<file path="src/inc/drive_side_pkg.sv">
// shared constants, types and states of the drive-side signal block
package drive_side_pkg;
    // clock and timing, times in ns
    localparam int CLK_PERIOD_NS = 100;
    localparam int DIR_SETUP_NS = 12000;
    localparam int STEP_PULSE_NS = 4000;
    localparam int BIT_CELL_NS = 4000;
    localparam int WR_PULSE_NS = 500;
    // least times round up to whole cycles
    localparam logic [7:0] DIR_SETUP_CYC = 8'((DIR_SETUP_NS + CLK_PERIOD_NS - 1) / CLK_PERIOD_NS);
    localparam logic [7:0] STEP_PULSE_CYC = 8'((STEP_PULSE_NS + CLK_PERIOD_NS - 1) / CLK_PERIOD_NS);
    localparam logic [7:0] BIT_CELL_CYC = 8'((BIT_CELL_NS + CLK_PERIOD_NS - 1) / CLK_PERIOD_NS);
    localparam logic [7:0] WR_PULSE_CYC = 8'((WR_PULSE_NS + CLK_PERIOD_NS - 1) / CLK_PERIOD_NS);
    // register addresses
    localparam logic [1:0] ADDR_STATUS_CMD = 2'h0;
    localparam logic [1:0] ADDR_TRACK = 2'h1;
    localparam logic [1:0] ADDR_DATA = 2'h3;
    // status bit positions
    localparam int ST_BUSY = 0;
    localparam int ST_REQ = 1;
    localparam int ST_GATE = 4;
    localparam int ST_SETTLED = 5;
    localparam int ST_FULL = 6;
    localparam int ST_IRQ = 7;
    // command opcodes
    localparam logic [1:0] OP_STEP_IN = 2'h0;
    localparam logic [1:0] OP_STEP_OUT = 2'h1;
    localparam logic [1:0] OP_READ = 2'h2;
    localparam logic [1:0] OP_WRITE = 2'h3;
    // tracks: inner zone is 44 to 76
    localparam logic [6:0] ZONE_FIRST = 7'h2c;
    localparam logic [6:0] ZONE_LAST = 7'h4c;
    localparam logic [6:0] TRACK_MAX = 7'h4c;
    // reset values
    localparam logic [6:0] TRACK_RST = 7'h00;
    localparam logic [7:0] HOLD_RST = 8'h00;
    localparam logic SIDE_RST = 1'b0;
    // register port request
    typedef struct packed {
        logic [1:0] addr;
        logic [7:0] wdata;
        logic wr;
        logic rd;
    } reg_req_s;
    // command byte layout
    typedef struct packed {
        logic [1:0] op;
        logic [1:0] spare_hi;
        logic side;
        logic [2:0] spare_lo;
    } cmd_s;
    typedef enum logic [5:0] {
        s_idle = 6'h01,
        s_dir = 6'h02,
        s_step = 6'h04,
        s_settle = 6'h08,
        s_read = 6'h10,
        s_write = 6'h20
    } state_e;
endpackage

</file>
<file path="src/pin_sync.sv">
// two-stage synchroniser with edge detection for outside pins
`timescale 1ns/1ns
`default_nettype none
module pin_sync #(
    parameter int WIDTH = 3
) (
    input wire logic clock,
    input wire logic rstn,
    input wire logic [WIDTH-1:0] pin_in,
    output logic [WIDTH-1:0] level,
    output logic [WIDTH-1:0] rise,
    output logic [WIDTH-1:0] fall
);
    genvar i;
    generate
        for (i = 0; i < WIDTH; i++) begin : g_bit
            logic meta_r;
            logic sync_r;
            logic prev_r;
            // meta_r feeds only sync_r; edges come from the settled stages
            always_ff @(posedge clock or negedge rstn) begin
                if (!rstn) begin
                    meta_r <= 1'b0;
                    sync_r <= 1'b0;
                    prev_r <= 1'b0;
                end else begin
                    meta_r <= pin_in[i];
                    sync_r <= meta_r;
                    prev_r <= sync_r;
                end
            end
            assign level[i] = sync_r;
            assign rise[i] = sync_r & ~prev_r;
            assign fall[i] = ~sync_r & prev_r;
        end
    endgenerate
endmodule
`default_nettype wire

</file>
<file path="src/drive_side_ctrl.sv">
// drive-side signals, transfer request and completion flag of the disk controller
// Behaviour
// - request when byte assembled, or holding empty
// - host data access clears the request
// - completion flag set when any command ends
// - status read or command write clears flag
// - one step pulse per track moved
// - direction high inward, low outward
// - early held high during advanced pulse
// - late held high during delayed pulse
// - settled input high means head engaged
// - sync gate rises after run of equal bits
// - side output follows read/write command side flag
// - side changes only at command start
// - side output low during reset
// - head load output engages the head
// - inner zone on tracks 44 to 76
// - inner zone valid only during read/write
// - write gate up before any write data
`timescale 1ns/1ns
`default_nettype none
module drive_side_ctrl #(
    parameter int SYNC_RUN = 16,
    parameter int BYTES_PER_CMD = 4
) (
    input wire logic clock,
    input wire logic rstn,
    input wire drive_side_pkg::reg_req_s reg_req,
    output logic [7:0] reg_rdata,
    input wire logic head_settled_in,
    input wire logic raw_read_n,
    input wire logic read_clock,
    output logic step_out,
    output logic step_direction,
    output logic early_out,
    output logic late_out,
    output logic write_data_out,
    output logic write_gate_out,
    output logic head_load_out,
    output logic sync_field_gate,
    output logic side_select_out,
    output logic inner_track_zone,
    output logic transfer_request,
    output logic command_done_irq,
    output logic transfer_request_pin_out,
    output logic transfer_request_oe_n,
    output logic command_done_irq_pin_out,
    output logic command_done_irq_oe_n
);
    localparam logic [7:0] SYNC_N = 8'(SYNC_RUN);
    localparam logic [7:0] BYTES_N = 8'(BYTES_PER_CMD);

    drive_side_pkg::state_e state_r, state_nxt;
    drive_side_pkg::cmd_s cmd;
    logic [2:0] pin_level, pin_rise, pin_fall;
    logic settled, raw_fall, win;
    logic [7:0] cnt_r, pcnt_r, run_r, rshift_r, wshift_r, hold_r, bytes_r, status;
    logic [2:0] rbits_r, wbits_r;
    logic [6:0] track_r;
    logic [1:0] op_r;
    logic req_r, irq_r, side_r, dir_r, step_r, hld_r, zone_r, gate_r;
    logic pulse_seen_r, last_bit_r, hold_full_r, wr_run_r, tail_r;
    logic wd_r, early_r, late_r, prev_bit_r;
    logic cmd_wr, status_rd, data_rd, data_wr, track_wr, start, rw_start, cmd_done;
    logic bit_now, byte_ready, bit_en, load_first, load_next, cur_bit, next_bit;
    logic req_set, req_clr;

    // pins from the drive pass two flops first
    pin_sync #(
        .WIDTH(3)
    ) u_sync (
        .clock(clock),
        .rstn(rstn),
        .pin_in({read_clock, raw_read_n, head_settled_in}),
        .level(pin_level),
        .rise(pin_rise),
        .fall(pin_fall)
    );
    assign settled = pin_level[0];
    assign raw_fall = pin_fall[1];
    // either read clock edge closes a window, so polarity does not matter
    assign win = pin_rise[2] | pin_fall[2];

    // register port decode
    assign cmd = drive_side_pkg::cmd_s'(reg_req.wdata);
    assign cmd_wr = reg_req.wr && reg_req.addr == drive_side_pkg::ADDR_STATUS_CMD;
    assign status_rd = reg_req.rd && reg_req.addr == drive_side_pkg::ADDR_STATUS_CMD;
    assign data_rd = reg_req.rd && reg_req.addr == drive_side_pkg::ADDR_DATA;
    assign data_wr = reg_req.wr && reg_req.addr == drive_side_pkg::ADDR_DATA;
    assign track_wr = reg_req.wr && reg_req.addr == drive_side_pkg::ADDR_TRACK;
    // a command written while busy is dropped, only the flag clear acts
    assign start = cmd_wr && state_r == drive_side_pkg::s_idle;
    assign rw_start = start && cmd.op[1];

    // read path strobes
    assign bit_now = pulse_seen_r | raw_fall;
    assign byte_ready = state_r == drive_side_pkg::s_read && gate_r && win && rbits_r == 3'h7;
    // write path strobes
    assign bit_en = state_r == drive_side_pkg::s_write && wr_run_r && cnt_r == 8'h00;
    assign load_first = state_r == drive_side_pkg::s_write && !wr_run_r && hold_full_r;
    assign load_next = bit_en && !tail_r && wbits_r == 3'h7 && bytes_r != BYTES_N;
    assign cur_bit = wshift_r[7];
    assign next_bit = (wbits_r == 3'h7) ? (hold_full_r & hold_r[7]) : wshift_r[6];

    // command sequencing
    always_comb begin
        state_nxt = state_r;
        unique case (state_r)
            drive_side_pkg::s_idle: begin
                if (start) begin
                    state_nxt = cmd.op[1] ? drive_side_pkg::s_settle : drive_side_pkg::s_dir;
                end
            end
            drive_side_pkg::s_dir: begin
                if (cnt_r == 8'h00) begin
                    state_nxt = drive_side_pkg::s_step;
                end
            end
            drive_side_pkg::s_step: begin
                if (cnt_r == 8'h00) begin
                    state_nxt = drive_side_pkg::s_idle;
                end
            end
            drive_side_pkg::s_settle: begin
                // nothing moves until the head reports engaged
                if (settled) begin
                    state_nxt = (op_r == drive_side_pkg::OP_WRITE) ?
                        drive_side_pkg::s_write : drive_side_pkg::s_read;
                end
            end
            drive_side_pkg::s_read: begin
                if (byte_ready && bytes_r == BYTES_N - 8'h01) begin
                    state_nxt = drive_side_pkg::s_idle;
                end
            end
            drive_side_pkg::s_write: begin
                // the tail cell lets the last flux pulse finish under the gate
                if (bit_en && tail_r) begin
                    state_nxt = drive_side_pkg::s_idle;
                end
            end
        endcase
    end
    assign cmd_done = state_r != drive_side_pkg::s_idle && state_nxt == drive_side_pkg::s_idle;

    always_ff @(posedge clock or negedge rstn) begin
        if (!rstn) begin
            state_r <= drive_side_pkg::s_idle;
        end else begin
            state_r <= state_nxt;
        end
    end

    // shared timer: direction setup, step width, bit cell
    always_ff @(posedge clock or negedge rstn) begin
        if (!rstn) begin
            cnt_r <= 8'h00;
        end else if (start) begin
            cnt_r <= drive_side_pkg::DIR_SETUP_CYC - 8'h01;
        end else if (state_r == drive_side_pkg::s_dir && cnt_r == 8'h00) begin
            cnt_r <= drive_side_pkg::STEP_PULSE_CYC - 8'h01;
        end else if (load_first || bit_en) begin
            cnt_r <= drive_side_pkg::BIT_CELL_CYC - 8'h01;
        end else if (cnt_r != 8'h00) begin
            cnt_r <= cnt_r - 8'h01;
        end
    end

    // latched command fields; side only moves at a read/write start
    always_ff @(posedge clock or negedge rstn) begin
        if (!rstn) begin
            op_r <= drive_side_pkg::OP_STEP_IN;
            dir_r <= 1'b0;
            side_r <= drive_side_pkg::SIDE_RST;
        end else if (start) begin
            op_r <= cmd.op;
            if (rw_start) begin
                side_r <= cmd.side;
            end else begin
                dir_r <= cmd.op == drive_side_pkg::OP_STEP_IN;
            end
        end
    end

    // step pulse and track position
    always_ff @(posedge clock or negedge rstn) begin
        if (!rstn) begin
            step_r <= 1'b0;
            track_r <= drive_side_pkg::TRACK_RST;
        end else begin
            step_r <= state_nxt == drive_side_pkg::s_step;
            if (state_r == drive_side_pkg::s_step && cnt_r == 8'h00) begin
                if (dir_r && track_r != drive_side_pkg::TRACK_MAX) begin
                    track_r <= track_r + 7'h01;
                end else if (!dir_r && track_r != 7'h00) begin
                    track_r <= track_r - 7'h01;
                end
            end else if (track_wr && state_r == drive_side_pkg::s_idle) begin
                track_r <= reg_req.wdata[6:0];
            end
        end
    end

    // head load and zone, both only while a read/write runs
    always_ff @(posedge clock or negedge rstn) begin
        if (!rstn) begin
            hld_r <= 1'b0;
            zone_r <= 1'b0;
        end else begin
            hld_r <= state_nxt == drive_side_pkg::s_settle ||
                     state_nxt == drive_side_pkg::s_read ||
                     state_nxt == drive_side_pkg::s_write;
            zone_r <= (state_nxt == drive_side_pkg::s_settle ||
                       state_nxt == drive_side_pkg::s_read ||
                       state_nxt == drive_side_pkg::s_write) &&
                      track_r >= drive_side_pkg::ZONE_FIRST &&
                      track_r <= drive_side_pkg::ZONE_LAST;
        end
    end

    // read: hunt for a run of equal windows, then assemble bytes
    always_ff @(posedge clock or negedge rstn) begin
        if (!rstn) begin
            pulse_seen_r <= 1'b0;
            last_bit_r <= 1'b0;
            run_r <= 8'h00;
            gate_r <= 1'b0;
            rshift_r <= 8'h00;
            rbits_r <= 3'h0;
        end else if (state_r != drive_side_pkg::s_read) begin
            pulse_seen_r <= 1'b0;
            run_r <= 8'h00;
            gate_r <= 1'b0;
            rbits_r <= 3'h0;
        end else begin
            pulse_seen_r <= win ? 1'b0 : bit_now;
            if (win && !gate_r) begin
                last_bit_r <= bit_now;
                if (bit_now == last_bit_r && run_r != 8'h00) begin
                    run_r <= (run_r == 8'hff) ? run_r : run_r + 8'h01;
                    if (run_r >= SYNC_N - 8'h01) begin
                        gate_r <= 1'b1;
                    end
                end else begin
                    run_r <= 8'h01;
                end
            end else if (win) begin
                rshift_r <= {rshift_r[6:0], bit_now};
                rbits_r <= rbits_r + 3'h1;
            end
        end
    end

    // holding register: host or disk side fills it
    always_ff @(posedge clock or negedge rstn) begin
        if (!rstn) begin
            hold_r <= drive_side_pkg::HOLD_RST;
            hold_full_r <= 1'b0;
        end else begin
            if (byte_ready) begin
                hold_r <= {rshift_r[6:0], bit_now};
            end else if (data_wr) begin
                hold_r <= reg_req.wdata;
            end
            // a host load in the same cycle as a drain keeps it full
            hold_full_r <= data_wr | (hold_full_r & ~(load_first | load_next));
        end
    end

    // write: serialise bytes into flux pulses under the gate
    always_ff @(posedge clock or negedge rstn) begin
        if (!rstn) begin
            wr_run_r <= 1'b0;
            tail_r <= 1'b0;
            wshift_r <= 8'h00;
            wbits_r <= 3'h0;
            bytes_r <= 8'h00;
            prev_bit_r <= 1'b0;
        end else if (state_r != drive_side_pkg::s_write && state_r != drive_side_pkg::s_read) begin
            wr_run_r <= 1'b0;
            tail_r <= 1'b0;
            wbits_r <= 3'h0;
            bytes_r <= 8'h00;
            prev_bit_r <= 1'b0;
        end else if (byte_ready) begin
            bytes_r <= bytes_r + 8'h01;
        end else if (load_first) begin
            wr_run_r <= 1'b1;
            wshift_r <= hold_r;
            bytes_r <= 8'h01;
        end else if (bit_en && !tail_r) begin
            prev_bit_r <= cur_bit;
            wbits_r <= wbits_r + 3'h1;
            if (wbits_r != 3'h7) begin
                wshift_r <= {wshift_r[6:0], 1'b0};
            end else if (bytes_r == BYTES_N) begin
                tail_r <= 1'b1;
            end else begin
                // an underrun writes zeros rather than stalling the disk
                wshift_r <= hold_full_r ? hold_r : 8'h00;
                bytes_r <= bytes_r + 8'h01;
            end
        end
    end

    // flux pulse with its precompensation marks, inner zone only
    always_ff @(posedge clock or negedge rstn) begin
        if (!rstn) begin
            wd_r <= 1'b0;
            early_r <= 1'b0;
            late_r <= 1'b0;
            pcnt_r <= 8'h00;
        end else if (bit_en && !tail_r && cur_bit) begin
            wd_r <= 1'b1;
            early_r <= zone_r & prev_bit_r & ~next_bit;
            late_r <= zone_r & ~prev_bit_r & next_bit;
            pcnt_r <= drive_side_pkg::WR_PULSE_CYC - 8'h01;
        end else if (pcnt_r != 8'h00) begin
            pcnt_r <= pcnt_r - 8'h01;
        end else begin
            wd_r <= 1'b0;
            early_r <= 1'b0;
            late_r <= 1'b0;
        end
    end

    // transfer request and completion flag; a set beats a clear
    assign req_set = byte_ready || load_first || load_next ||
                     (state_nxt == drive_side_pkg::s_write &&
                      state_r == drive_side_pkg::s_settle && !hold_full_r);
    assign req_clr = start || (op_r == drive_side_pkg::OP_READ && data_rd) ||
                     (op_r == drive_side_pkg::OP_WRITE && data_wr);
    always_ff @(posedge clock or negedge rstn) begin
        if (!rstn) begin
            req_r <= 1'b0;
            irq_r <= 1'b0;
        end else begin
            req_r <= req_set | (req_r & ~req_clr);
            irq_r <= cmd_done | (irq_r & ~(status_rd | cmd_wr));
        end
    end

    // register read data, valid only the cycle after the strobe
    always_comb begin
        status = 8'h00;
        status[drive_side_pkg::ST_BUSY] = state_r != drive_side_pkg::s_idle;
        status[drive_side_pkg::ST_REQ] = req_r;
        status[drive_side_pkg::ST_GATE] = gate_r;
        status[drive_side_pkg::ST_SETTLED] = settled;
        status[drive_side_pkg::ST_FULL] = hold_full_r;
        status[drive_side_pkg::ST_IRQ] = irq_r;
    end
    always_ff @(posedge clock or negedge rstn) begin
        if (!rstn) begin
            reg_rdata <= 8'h00;
        end else if (!reg_req.rd) begin
            reg_rdata <= 8'h00;
        end else begin
            unique case (reg_req.addr)
                drive_side_pkg::ADDR_STATUS_CMD: reg_rdata <= status;
                drive_side_pkg::ADDR_TRACK: reg_rdata <= {1'b0, track_r};
                drive_side_pkg::ADDR_DATA: reg_rdata <= hold_r;
                default: reg_rdata <= 8'h00;
            endcase
        end
    end

    // outputs
    assign step_out = step_r;
    assign step_direction = dir_r;
    assign early_out = early_r;
    assign late_out = late_r;
    assign write_data_out = wd_r;
    // gate rises on entering the write phase, at least a bit cell before the first pulse
    assign write_gate_out = state_r == drive_side_pkg::s_write;
    assign head_load_out = hld_r;
    assign sync_field_gate = gate_r;
    assign side_select_out = side_r;
    assign inner_track_zone = zone_r;
    assign transfer_request = req_r;
    assign command_done_irq = irq_r;
    // open-drain: pull low only while the flag is set
    assign transfer_request_pin_out = 1'b0;
    assign transfer_request_oe_n = ~req_r;
    assign command_done_irq_pin_out = 1'b0;
    assign command_done_irq_oe_n = ~irq_r;
endmodule
`default_nettype wire

</file>
<file path="config.mk">
export PLATFORM = sky130hd
export DESIGN_NAME = drive_side_ctrl
export DESIGN_NICKNAME = d
export VERILOG_FILES = /design/src/inc/drive_side_pkg.sv /design/src/pin_sync.sv /design/src/drive_side_ctrl.sv
export SDC_FILE = /design/constraint.sdc
export NUM_CORES = 1
export LEC_CHECK = 0
export BUFFER_PORTS_ARGS = -buffer_cell sky130_fd_sc_hd__buf_4
export CORE_MARGIN = 5
export CORE_UTILIZATION = 45
export CTS_CLUSTER_DIAMETER = 200
export DETAILED_ROUTE_END_ITERATION = 7
export PLACE_DENSITY = 0.75
export SYNTH_ARGS = -nofsm -noshare
export SYNTH_HDL_FRONTEND = slang
export SYNTH_SLANG_ARGS = --single-unit
</file>
<file path="constraint.sdc">
create_clock -name clock -period 2.7 [get_ports clock]
set_clock_uncertainty 0.05 [all_clocks]
set_input_delay 0.405 -clock clock [delete_from_list [all_inputs] [get_ports clock]]
set_output_delay 0.405 -clock clock [all_outputs]
set_load 0.01 [all_outputs]
</file>
==> flow_metrics.tcl, run 1 <==
set metrics [dict create \
    final_common_cell "dfrtp_1" \
    clockBufferDepth 2 \
    cap_viol_max_count 0 \
    cts-buffers-inserted 9 \
    antenna_cells 0 \
    wire_per_inst_um 16.9 \
    syn_avg_cell_area_sq_um 9.87 \
    final_nets 665 \
    tritoncts "done" \
    die_y_um 123 \
    period_minus_slack_ns 2.58 \
    synthArstFlopShare_pct 100 \
    final_cell_mix "dfrtp_1, nand2_1, buf_4, o21ai_0, nor2_1" \
    yosysWarnings 0 \
    crit_path_end_kind "flop" \
    worstHoldPathType "primary input to async pin" \
    cts.sinks 109 \
    preCtsSetupSlack_ns 0.105 \
    viasPerCell 5.70 \
    gp_congestion 0.953 \
    final_max_slew_viol_count 0 \
    crit_required_ns 2.94 \
    power.density_nw_per_um2 902 \
    nFillCells 1176 \
    cp.arrival_ns 2.82 \
    synth-seq-cells 109 \
    drc 0 \
    antenna_found_initial 0 \
    grt_overflow 0 \
    worstPathMaxFanout 5 \
    clk_pin_slew_ns 0.07 \
    post-cts-setup-buffer-count 0 \
    core_area_sq_um 12600 \
    drive_above_1_share_pct 17.6 \
    synth_cell_types 73 \
    clock.fmax_ghz 0.388 \
    port_buffers 38 \
    postRouteAntennaNets 0 \
    io_pins 41 \
    relSlewSlack_pct 57.7 \
    rows 41 \
    drtIter0Drc 371 \
    dp_hpwl_um 10200 \
    fin_ws_ns 0.120 \
    gr-usage-all-layers_pct 19.2 \
    start_util_pct 45.8 \
    status "finished, final reports clean" \
    peakVddDrop_uv 396 \
    htree_levels 3 \
    critPathKind "flop to flop" \
    worst-slew-pin-transition_ns 0.634 \
    seq_area_frac_synth_pct 47.3 \
    drt-total-wl_um 13600 \
    start_kind "flop" \
    syn_inst 585 \
    grt_pass1_vias 4544 \
    setup_viol 0 \
    worstSkewPairLatency_ns 0.36 \
    ys.flop_type "dfrtp_1" \
    dieArea_sq_um 15200 \
    min_period_over_period_pct 95.6 \
    cts-root-buf "clkbuf_16" \
    layout-area-overhead-vs-synth_pct 14.9 \
    netlist_area_sq_um 5770 \
    die_x_um 123 \
    timing_hold_violations_final 0 \
    grt_max_degree 51 \
    p_leak_nw 2.97 \
    final_core_utilization_pct 52.6 \
    holdBufCountCts 0 \
    dr.pass1.iters 5 \
    grt_pass1_wl_um 22700 \
    whs_ns 0.0163 \
    vias 4611 \
    post_cts_resized 0 \
    synth_edf_count 0 \
]
==> final timing paths <==
kind | startpoint | end | slack, ns | cells past startpoint
worst min-delay path | rstn | pcnt_r[4]$_DFFE_PN0P_ | 0.02 | 1
worst max register to register | track_r[4]$_DFFE_PN0P_ | track_r[4]$_DFFE_PN0P_ | 0.12 | 11
max in group asynchronous | rstn | cnt_r[4]$_DFFE_PN0P_ | 1.86 | 2
min in group clock | raw_read_n | u_sync.g_bit[1].meta_r$_DFF_PN0_ | 0.10 | 1
worst min register to register | u_sync.g_bit[1].meta_r$_DFF_PN0_ | u_sync.g_bit[1].sync_r$_DFF_PN0_ | 0.30 | 0
worst max-delay path | track_r[4]$_DFFE_PN0P_ | track_r[4]$_DFFE_PN0P_ | 0.12 | 11
==> logic make-up after synthesis <==
group,after synthesis,share of synthesized area (%)
compound gates,127,14.2
xor+xnor,21,3.19
fa+ha+maj,17,3.64
buf+inv,38,2.86
flops,109,47.3
mux,30,5.42
other cells,1,0.0649
simple gates,242,23.4
==> critical path, cell delays in order, from the launching register on <==
cell,delay [ns]
dfrtp_2,0.45
or4_4,0.57
o21ai_2,0.18
buf_4,0.16
nor2_1,0.04
nor2_1,0.09
ha_1,0.17
o21a_1,0.15
o21a_1,0.15
nor3_1,0.06
o311ai_0,0.28
o21a_1,0.17
==> cells in the mapped netlist (6+ instances only) <==
cell | instances | share of area, %
nand4_1 | 11 | 1.2
xor2_1 | 8 | 1.2
clkbuf_1 | 13 | 0.85
xnor2_1 | 13 | 2.0
mux2i_1 | 20 | 3.5
nor2b_1 | 9 | 0.98
a21oi_1 | 24 | 2.1
dfrtp_1 | 108 | 47
inv_1 | 16 | 1.0
nor3_1 | 14 | 1.2
and2_1 | 10 | 1.1
nand2b_1 | 6 | 0.65
ha_1 | 16 | 3.5
buf_2 | 6 | 0.52
o21a_1 | 13 | 1.7
o21ai_0 | 42 | 3.6
a22oi_1 | 9 | 1.2
nor4_1 | 9 | 0.98
nand2_1 | 68 | 4.4
nor2_1 | 41 | 2.7
mux2_2 | 10 | 2.0
nand3_1 | 30 | 2.6
==> report_power, final <==
group	leakage [nW]	total (mW)	internal [mW]	switching, mW
logic	1.42	2.23	1.01	1.22
clock network	0.142	1.33	0.722	0.608
registers	1.40	2.43	1.99	0.432
total	2.97	5.98	3.72	2.26
==> flip-flops by register name, summed over array words and instances (netlist names), 2 cells and up <==
signal	cells
bytes_r	8
cnt_r	8
hold_r	8
pcnt_r	8
reg_rdata	8
run_r	8
wshift_r	8
rshift_r	7
track_r	7
state_r	6
rbits_r	3
u_sync.g_bit.meta_r	3
u_sync.g_bit.sync_r	3
wbits_r	3
op_r	2
u_sync.g_bit.prev_r	2
==> metal layers <==
metal	track usage (%)	vias up	share of wire, %
li1	-	2197	-
met1	25.8	2272	44
met2	30.5	127	49
met3	5.17	15	6.1
met4	5.74	0	1.1
met5	0	-	0
==> stage by stage <==
| step | cells | power (mW) | setup TNS [ns] | cell area, sq um |
|---|---|---|---|---|
| after global routing | 809 | 6.41 | -0.0126 | 6640 |
| after global placement | 793 | 4.53 | 0 | 6330 |
| final | 809 | 5.98 | 0 | 6640 |
| after CTS | 809 | 5.99 | 0 | 6630 |
| after detailed placement | 793 | 4.63 | 0 | 6330 |
| after floorplan | 586 | 3.92 | 0 | 5780 |
==> final cells by class <==
type	instances	area [sq um]	share of cell area, %
well taps	172	215	3.24
clock buffers	9	225	3.39
inverters	16	60.1	0.905
repair buffers	57	440	6.64
multi-input cells	439	2890	43.6
flip-flops and latches	109	2730	41.1
clock inverters	7	72.6	1.09
Power figures use the tool's default switching activity.
==> run 2, diff against run 1 <==
--- a/config.mk
+++ b/config.mk
@@ -10,7 +10,7 @@
 export CORE_UTILIZATION = 45
 export CTS_CLUSTER_DIAMETER = 200
 export DETAILED_ROUTE_END_ITERATION = 7
-export PLACE_DENSITY = 0.75
+export PLACE_DENSITY = 0.72
 export SYNTH_ARGS = -nofsm -noshare
 export SYNTH_HDL_FRONTEND = slang
 export SYNTH_SLANG_ARGS = --single-unit
==> constraint.sdc (replaced) <==
create_clock -name clock -period 2.69 [get_ports clock]
set_clock_uncertainty 0.05 [all_clocks]
set_input_delay 0.4035 -clock clock [delete_from_list [all_inputs] [get_ports clock]]
set_output_delay 0.4035 -clock clock [all_outputs]
set_load 0.01 [all_outputs]
==> run 2 against run 1 <==
Against the previous run:
- sequential cell count did not move
- critical path depth did not move
- non-clock buffer count rose by 1
- setup slack improved by 0.034 ns
- register-to-register slack improved by 0.03 ns
- sequential share of layout area barely moved
- clock power fell by 3%
- power barely moved
- first-iteration DRC count fell by 6.5%
- critical endpoint unchanged
==> flow_metrics.tcl, run 2 (synthesis gave the netlist of run 1 again) <==
set metrics [dict create \
    cap_viol_max_count 0 \
    worstPathMaxFanout 5 \
    final_cell_mix "dfrtp_1, nand2_1, buf_4, o21ai_0, nor2_1" \
    path_buf_inv 1 \
    path_cells "or4_4, o21ai_4, buf_6, nor2_1, nor2_1, ha_2, o21a_1, o21a_1, nor3_1, o311ai_1, o21a_1" \
    gp_congestion 0.855 \
    seq_area_sq_um 2730 \
    worst-slew-pin-transition_ns 0.745 \
    status "finished, final reports clean" \
    tns_ns 0 \
    port_buffers 38 \
    worstSetupEndpoint "track_r[4]$_DFFE_PN0P_" \
    cp.arrival_ns 2.78 \
    r2r_slack_ns 0.15 \
    timing_hold_violations_final 0 \
    drc 0 \
    core_area_sq_um 12600 \
    slowest_delay_ns 0.58 \
    drtIter0Drc 347 \
    grt_use_met2_pct 30.3 \
    vias 4603 \
    min_period_over_period_pct 94.3 \
    finalPower_mw 5.98 \
    antenna_cells 0 \
    critPathKind "flop to flop" \
    viasPerCell 5.68 \
    worstSkewPairLatency_ns 0.36 \
    cts.sinks 109 \
    tritoncts "done" \
    p_leak_nw 2.97 \
    grtUsageMet1_pct 26.3 \
    holdBufCountCts 0 \
    critPathLaunch "track_r[1]$_DFFE_PN0P_" \
    layout-area-overhead-vs-synth_pct 15.1 \
    crit_required_ns 2.94 \
    r2r-end "track_r[4]$_DFFE_PN0P_" \
    postRouteAntennaNets 0 \
    grt_overflow 0 \
    io_pins 41 \
    dr.pass1.iters 5 \
    final_cell_area_sq_um 6640 \
    cts-buffers-inserted 9 \
    clk_pin_slew_ns 0.07 \
    dp_hpwl_um 10100 \
    clock.fmax_ghz 0.394 \
    htree_levels 3 \
    crit_family "compound AO/OA/AOI/OAI gates" \
    cts-root-buf "clkbuf_16" \
    ff2ff_path_depth 11 \
    die_x_um 123 \
    dieArea_sq_um 15200 \
    wire_per_inst_um 16.8 \
    gr-usage-all-layers_pct 19.0 \
    grt_pass1_vias 4548 \
    crit_path_frequent_cell "o21a_1" \
    start_kind "flop" \
    relSlewSlack_pct 50.3 \
    clockBufferDepth 2 \
    crit_path_end_kind "flop" \
    grt_pass1_wl_um 22800 \
    reg2reg_from "track_r[1]$_DFFE_PN0P_" \
    drive_above_1_share_pct 17.9 \
    final_nets 666 \
    nFillCells 1184 \
    gr-max-usage-layer "met2" \
    drt-total-wl_um 13600 \
    worstHoldPathType "primary input to async pin" \
    critical_path_depth 11 \
    die_y_um 123 \
    rows 41 \
    grt.met3_usage_pct 4.71 \
    multiInputGateArea_sq_um 2900 \
    start_util_pct 45.8 \
    grt_max_degree 59 \
    antenna_found_initial 0 \
    final_max_slew_viol_count 0 \
    setup_viol 0 \
    peakVddDrop_uv 534 \
    final_common_cell "dfrtp_1" \
    power.density_nw_per_um2 900 \
    period_minus_slack_ns 2.54 \
    dpl-instance-area_sq_um 6310 \
    slowest_stage "or4_4" \
]
==> run 2: worst reg2reg max path: cells and delay by family (launching register included) <==
family | cells | cell delay (ns)
buf+inv | 1 | 0.14
compound gates | 5 | 0.89
fa+ha+maj | 1 | 0.19
simple gates | 4 | 0.76
flops | 1 | 0.44
==> run 2: per-stage QoR <==
step / setup WS, ns / util [%] / hold slack (ns) / cells
CTS: 0.0472 / 52.3 / 0.0837 / 807
finish: 0.154 / 52.6 / 0.0559 / 810
global route: -0.00899 / 52.6 / 0.0789 / 810
floorplan: 0.0985 / - / 0.0579 / 586
global placement: 0.161 / 50.0 / 0.288 / 791
detailed placement: 0.0839 / 50.0 / 0.292 / 791
==> run 2: worst min-delay path by stage <==
stage	from	slack, ns	cells after the start	to
3_3_place_gp	u_sync.g_bit[0].meta_r$_DFF_PN0_	0.29	0	u_sync.g_bit[0].sync_r$_DFF_PN0_
2_1_floorplan	rstn	0.06	0	bytes_r[0]$_DFFE_PN0P_
5_1_grt	head_settled_in	0.08	1	u_sync.g_bit[0].meta_r$_DFF_PN0_
3_5_place_dp	u_sync.g_bit[0].meta_r$_DFF_PN0_	0.29	0	u_sync.g_bit[0].sync_r$_DFF_PN0_
4_1_cts	rstn	0.08	1	pcnt_r[3]$_DFFE_PN0P_
6_report	rstn	0.06	1	pcnt_r[3]$_DFFE_PN0P_
==> run 2: routing by layer <==
layer  vias to the layer above  wire (um)
met1                      2284       6160
met3                        13        637
li1                       2193          -
met5                         -          0
met4                         0        150
met2                       113       6690
==> run 2: area by class of cell <==
type,instances,area share [%]
multi-input combinational,439,43.7
clock inverter,5,0.621
timing repair buffer,58,6.80
inverter,16,0.904
clock buffer,11,3.65
tap,172,3.24
sequential,109,41.1
==> run 2: repair_timing <==
action,in CTS,in global routing
endpoints found under the setup margin,0,2
gates resized for setup,0,8
setup buffers,0,3
==> run 2: power breakdown <==
part           internal, mW  switching, mW
combinational          1.04           1.21
sequential             2.00          0.440
clock                 0.666          0.627
total                  3.71           2.28
==> run 3, diff against run 2 <==
--- a/config.mk
+++ b/config.mk
@@ -7,10 +7,11 @@
 export LEC_CHECK = 0
 export BUFFER_PORTS_ARGS = -buffer_cell sky130_fd_sc_hd__buf_4
 export CORE_MARGIN = 5
-export CORE_UTILIZATION = 45
+export CORE_UTILIZATION = 57
 export CTS_CLUSTER_DIAMETER = 200
 export DETAILED_ROUTE_END_ITERATION = 7
-export PLACE_DENSITY = 0.72
+export PLACE_DENSITY = 0.86
+export SKIP_LAST_GASP = 1
 export SYNTH_ARGS = -nofsm -noshare
 export SYNTH_HDL_FRONTEND = slang
 export SYNTH_SLANG_ARGS = --single-unit
==> constraint.sdc (replaced) <==
create_clock -name clock -period 2.69 [get_ports clock]
set_clock_uncertainty 0.05 [all_clocks]
set_input_delay 0.4035 -clock clock [delete_from_list [all_inputs] [get_ports clock]]
set_output_delay 0.4035 -clock clock [all_outputs]
set_load 0.005 [all_outputs]
==> run 3 against run 2 <==
Against the previous run:
- critical path depth stayed put
- non-clock buffer count is 1 lower
- highest routed layer unchanged
- largest power group unchanged
- critical endpoint unchanged
- setup slack worse by 0.062 ns
==> flow_metrics.tcl, run 3 (synthesis gave the netlist of run 1 again) <==
set metrics [dict create \
    status "finished, final reports clean" \
    cp.arrival_ns 2.89 \
    start_util_pct 58.8 \
    period_minus_slack_ns 2.60 \
    peakVddDrop_uv 484 \
    grt_max_degree 50 \
    postRouteAntennaNets 0 \
    io_pins 41 \
    clockBufferDepth 2 \
    nFillCells 777 \
    crit_path_end_kind "flop" \
    clock.fmax_ghz 0.385 \
    tns_ns 0 \
    relSlewSlack_pct 59.0 \
    dr.pass1.iters 5 \
    rsz0062_at_grt "false" \
    power.density_nw_per_um2 870 \
    gr-usage-all-layers_pct 22.8 \
    fin_ws_ns 0.0915 \
    worstPathMaxFanout 6 \
    worst-slew-pin-transition_ns 0.606 \
    setup_viol 0 \
    p_leak_nw 2.91 \
    final_cell_mix "dfrtp_1, nand2_1, buf_4, o21ai_0, nor2_1" \
    final_nets 665 \
    dieArea_sq_um 12200 \
    min_period_over_period_pct 96.6 \
    htree_levels 3 \
    preCtsSetupSlack_ns 0.0112 \
    final_common_cell "dfrtp_1" \
    tritoncts "done" \
    clk_pin_slew_ns 0.12 \
    gp_congestion 1.00 \
    finalPower_mw 5.63 \
    layout-area-overhead-vs-synth_pct 12.1 \
    rows 36 \
    final_core_utilization_pct 65.9 \
    ff2ff_path_depth 11 \
    drt-total-wl_um 13700 \
    wire_per_inst_um 17.8 \
    viasPerCell 6.20 \
    dp_hpwl_um 10100 \
    start_kind "flop" \
    cts-buffers-inserted 9 \
    drive_above_1_share_pct 17.4 \
    cts-root-buf "clkbuf_8" \
    cts.sinks 109 \
    grt_pass1_vias 4722 \
    critPathKind "flop to flop" \
    grt_overflow 0 \
    worstSkewPairLatency_ns 0.39 \
    dpl-instance-area_sq_um 6260 \
    timing_hold_violations_final 0 \
    drtIter0Drc 615 \
    die_x_um 111 \
    antenna_found_initial 0 \
    drc 0 \
    antenna_cells 0 \
    port_buffers 38 \
    worstHoldPathType "primary input to flop" \
    cap_viol_max_count 0 \
    vias 4773 \
    core_area_sq_um 9820 \
    final_max_slew_viol_count 0 \
    die_y_um 111 \
    min_delay_path_depth 1 \
    final_cell_area_sq_um 6470 \
    crit_required_ns 2.98 \
    grt_pass1_wl_um 23100 \
]
run 3: power breakdown:
part / leakage [nW] / internal, mW / total (mW) / switching (mW)
logic: 1.42 / 1.01 / 2.21 / 1.20
clock network: 0.0892 / 0.351 / 0.947 / 0.596
registers: 1.40 / 2.00 / 2.47 / 0.476
total: 2.91 / 3.36 / 5.63 / 2.27
run 3: final cells by class:
cell class,count,area [sq um],area share (%)
clock buffer,9,124,1.91
timing repair buffer,57,443,6.84
sequential,109,2730,42.2
multi-input combinational,439,2890,44.7
inverter,16,60.1,0.928
tap,133,166,2.57
clock inverter,7,60.1,0.928
run 3: timing repair:
item                                   CTS  global route
resized for setup                        1             3
endpoints found under the hold margin   32             0
pin swaps                                0             1
hold buffers                             1             0
buffers inserted                         0             2
setup endpoints to repair                1             2
run 3: critical path: stages, from the launching register on:
cell and delay (ns):
dfrtp_2 0.46, or4_4 0.55, o21ai_2 0.17, buf_4 0.16
nor2_1 0.04, nor2_1 0.09, ha_1 0.18, o21a_1 0.16
o21a_1 0.16, nor3_1 0.07, o311ai_1 0.28, o21a_1 0.17
run 3: per-stage QoR:
step                      std cells  hold WS [ns]
after CTS                       768        0.0587
after detailed placement        751         0.286
after floorplan                 586        0.0579
after global routing            770        0.0464
final                           770        0.0733
after global placement          751         0.283
run 3: path summary, 6_finish.rpt:
kind | slack (ns) | to | from
max reg2reg | 0.09 | track_r[4]$_DFFE_PN0P_ | track_r[5]$_DFFE_PN0P_
min reg2reg | 0.31 | u_sync.g_bit[0].sync_r$_DFF_PN0_ | u_sync.g_bit[0].meta_r$_DFF_PN0_
min in group asynchronous | 0.44 | bytes_r[7]$_DFFE_PN0P_ | rstn
min | 0.07 | u_sync.g_bit[2].meta_r$_DFF_PN0_ | read_clock
max | 0.09 | track_r[4]$_DFFE_PN0P_ | track_r[5]$_DFFE_PN0P_
max in group asynchronous | 1.41 | u_sync.g_bit[1].sync_r$_DFF_PN0_ | rstn
run 3: routing by layer:
layer | global-route usage [%] | part of all wire [%] | vias up
li1 | - | - | 2199
met1 | 29.3 | 41 | 2306
met2 | 37.5 | 49 | 224
met3 | 5.84 | 7.8 | 44
met4 | 8.46 | 2.6 | 0
met5 | 0 | 0 | -
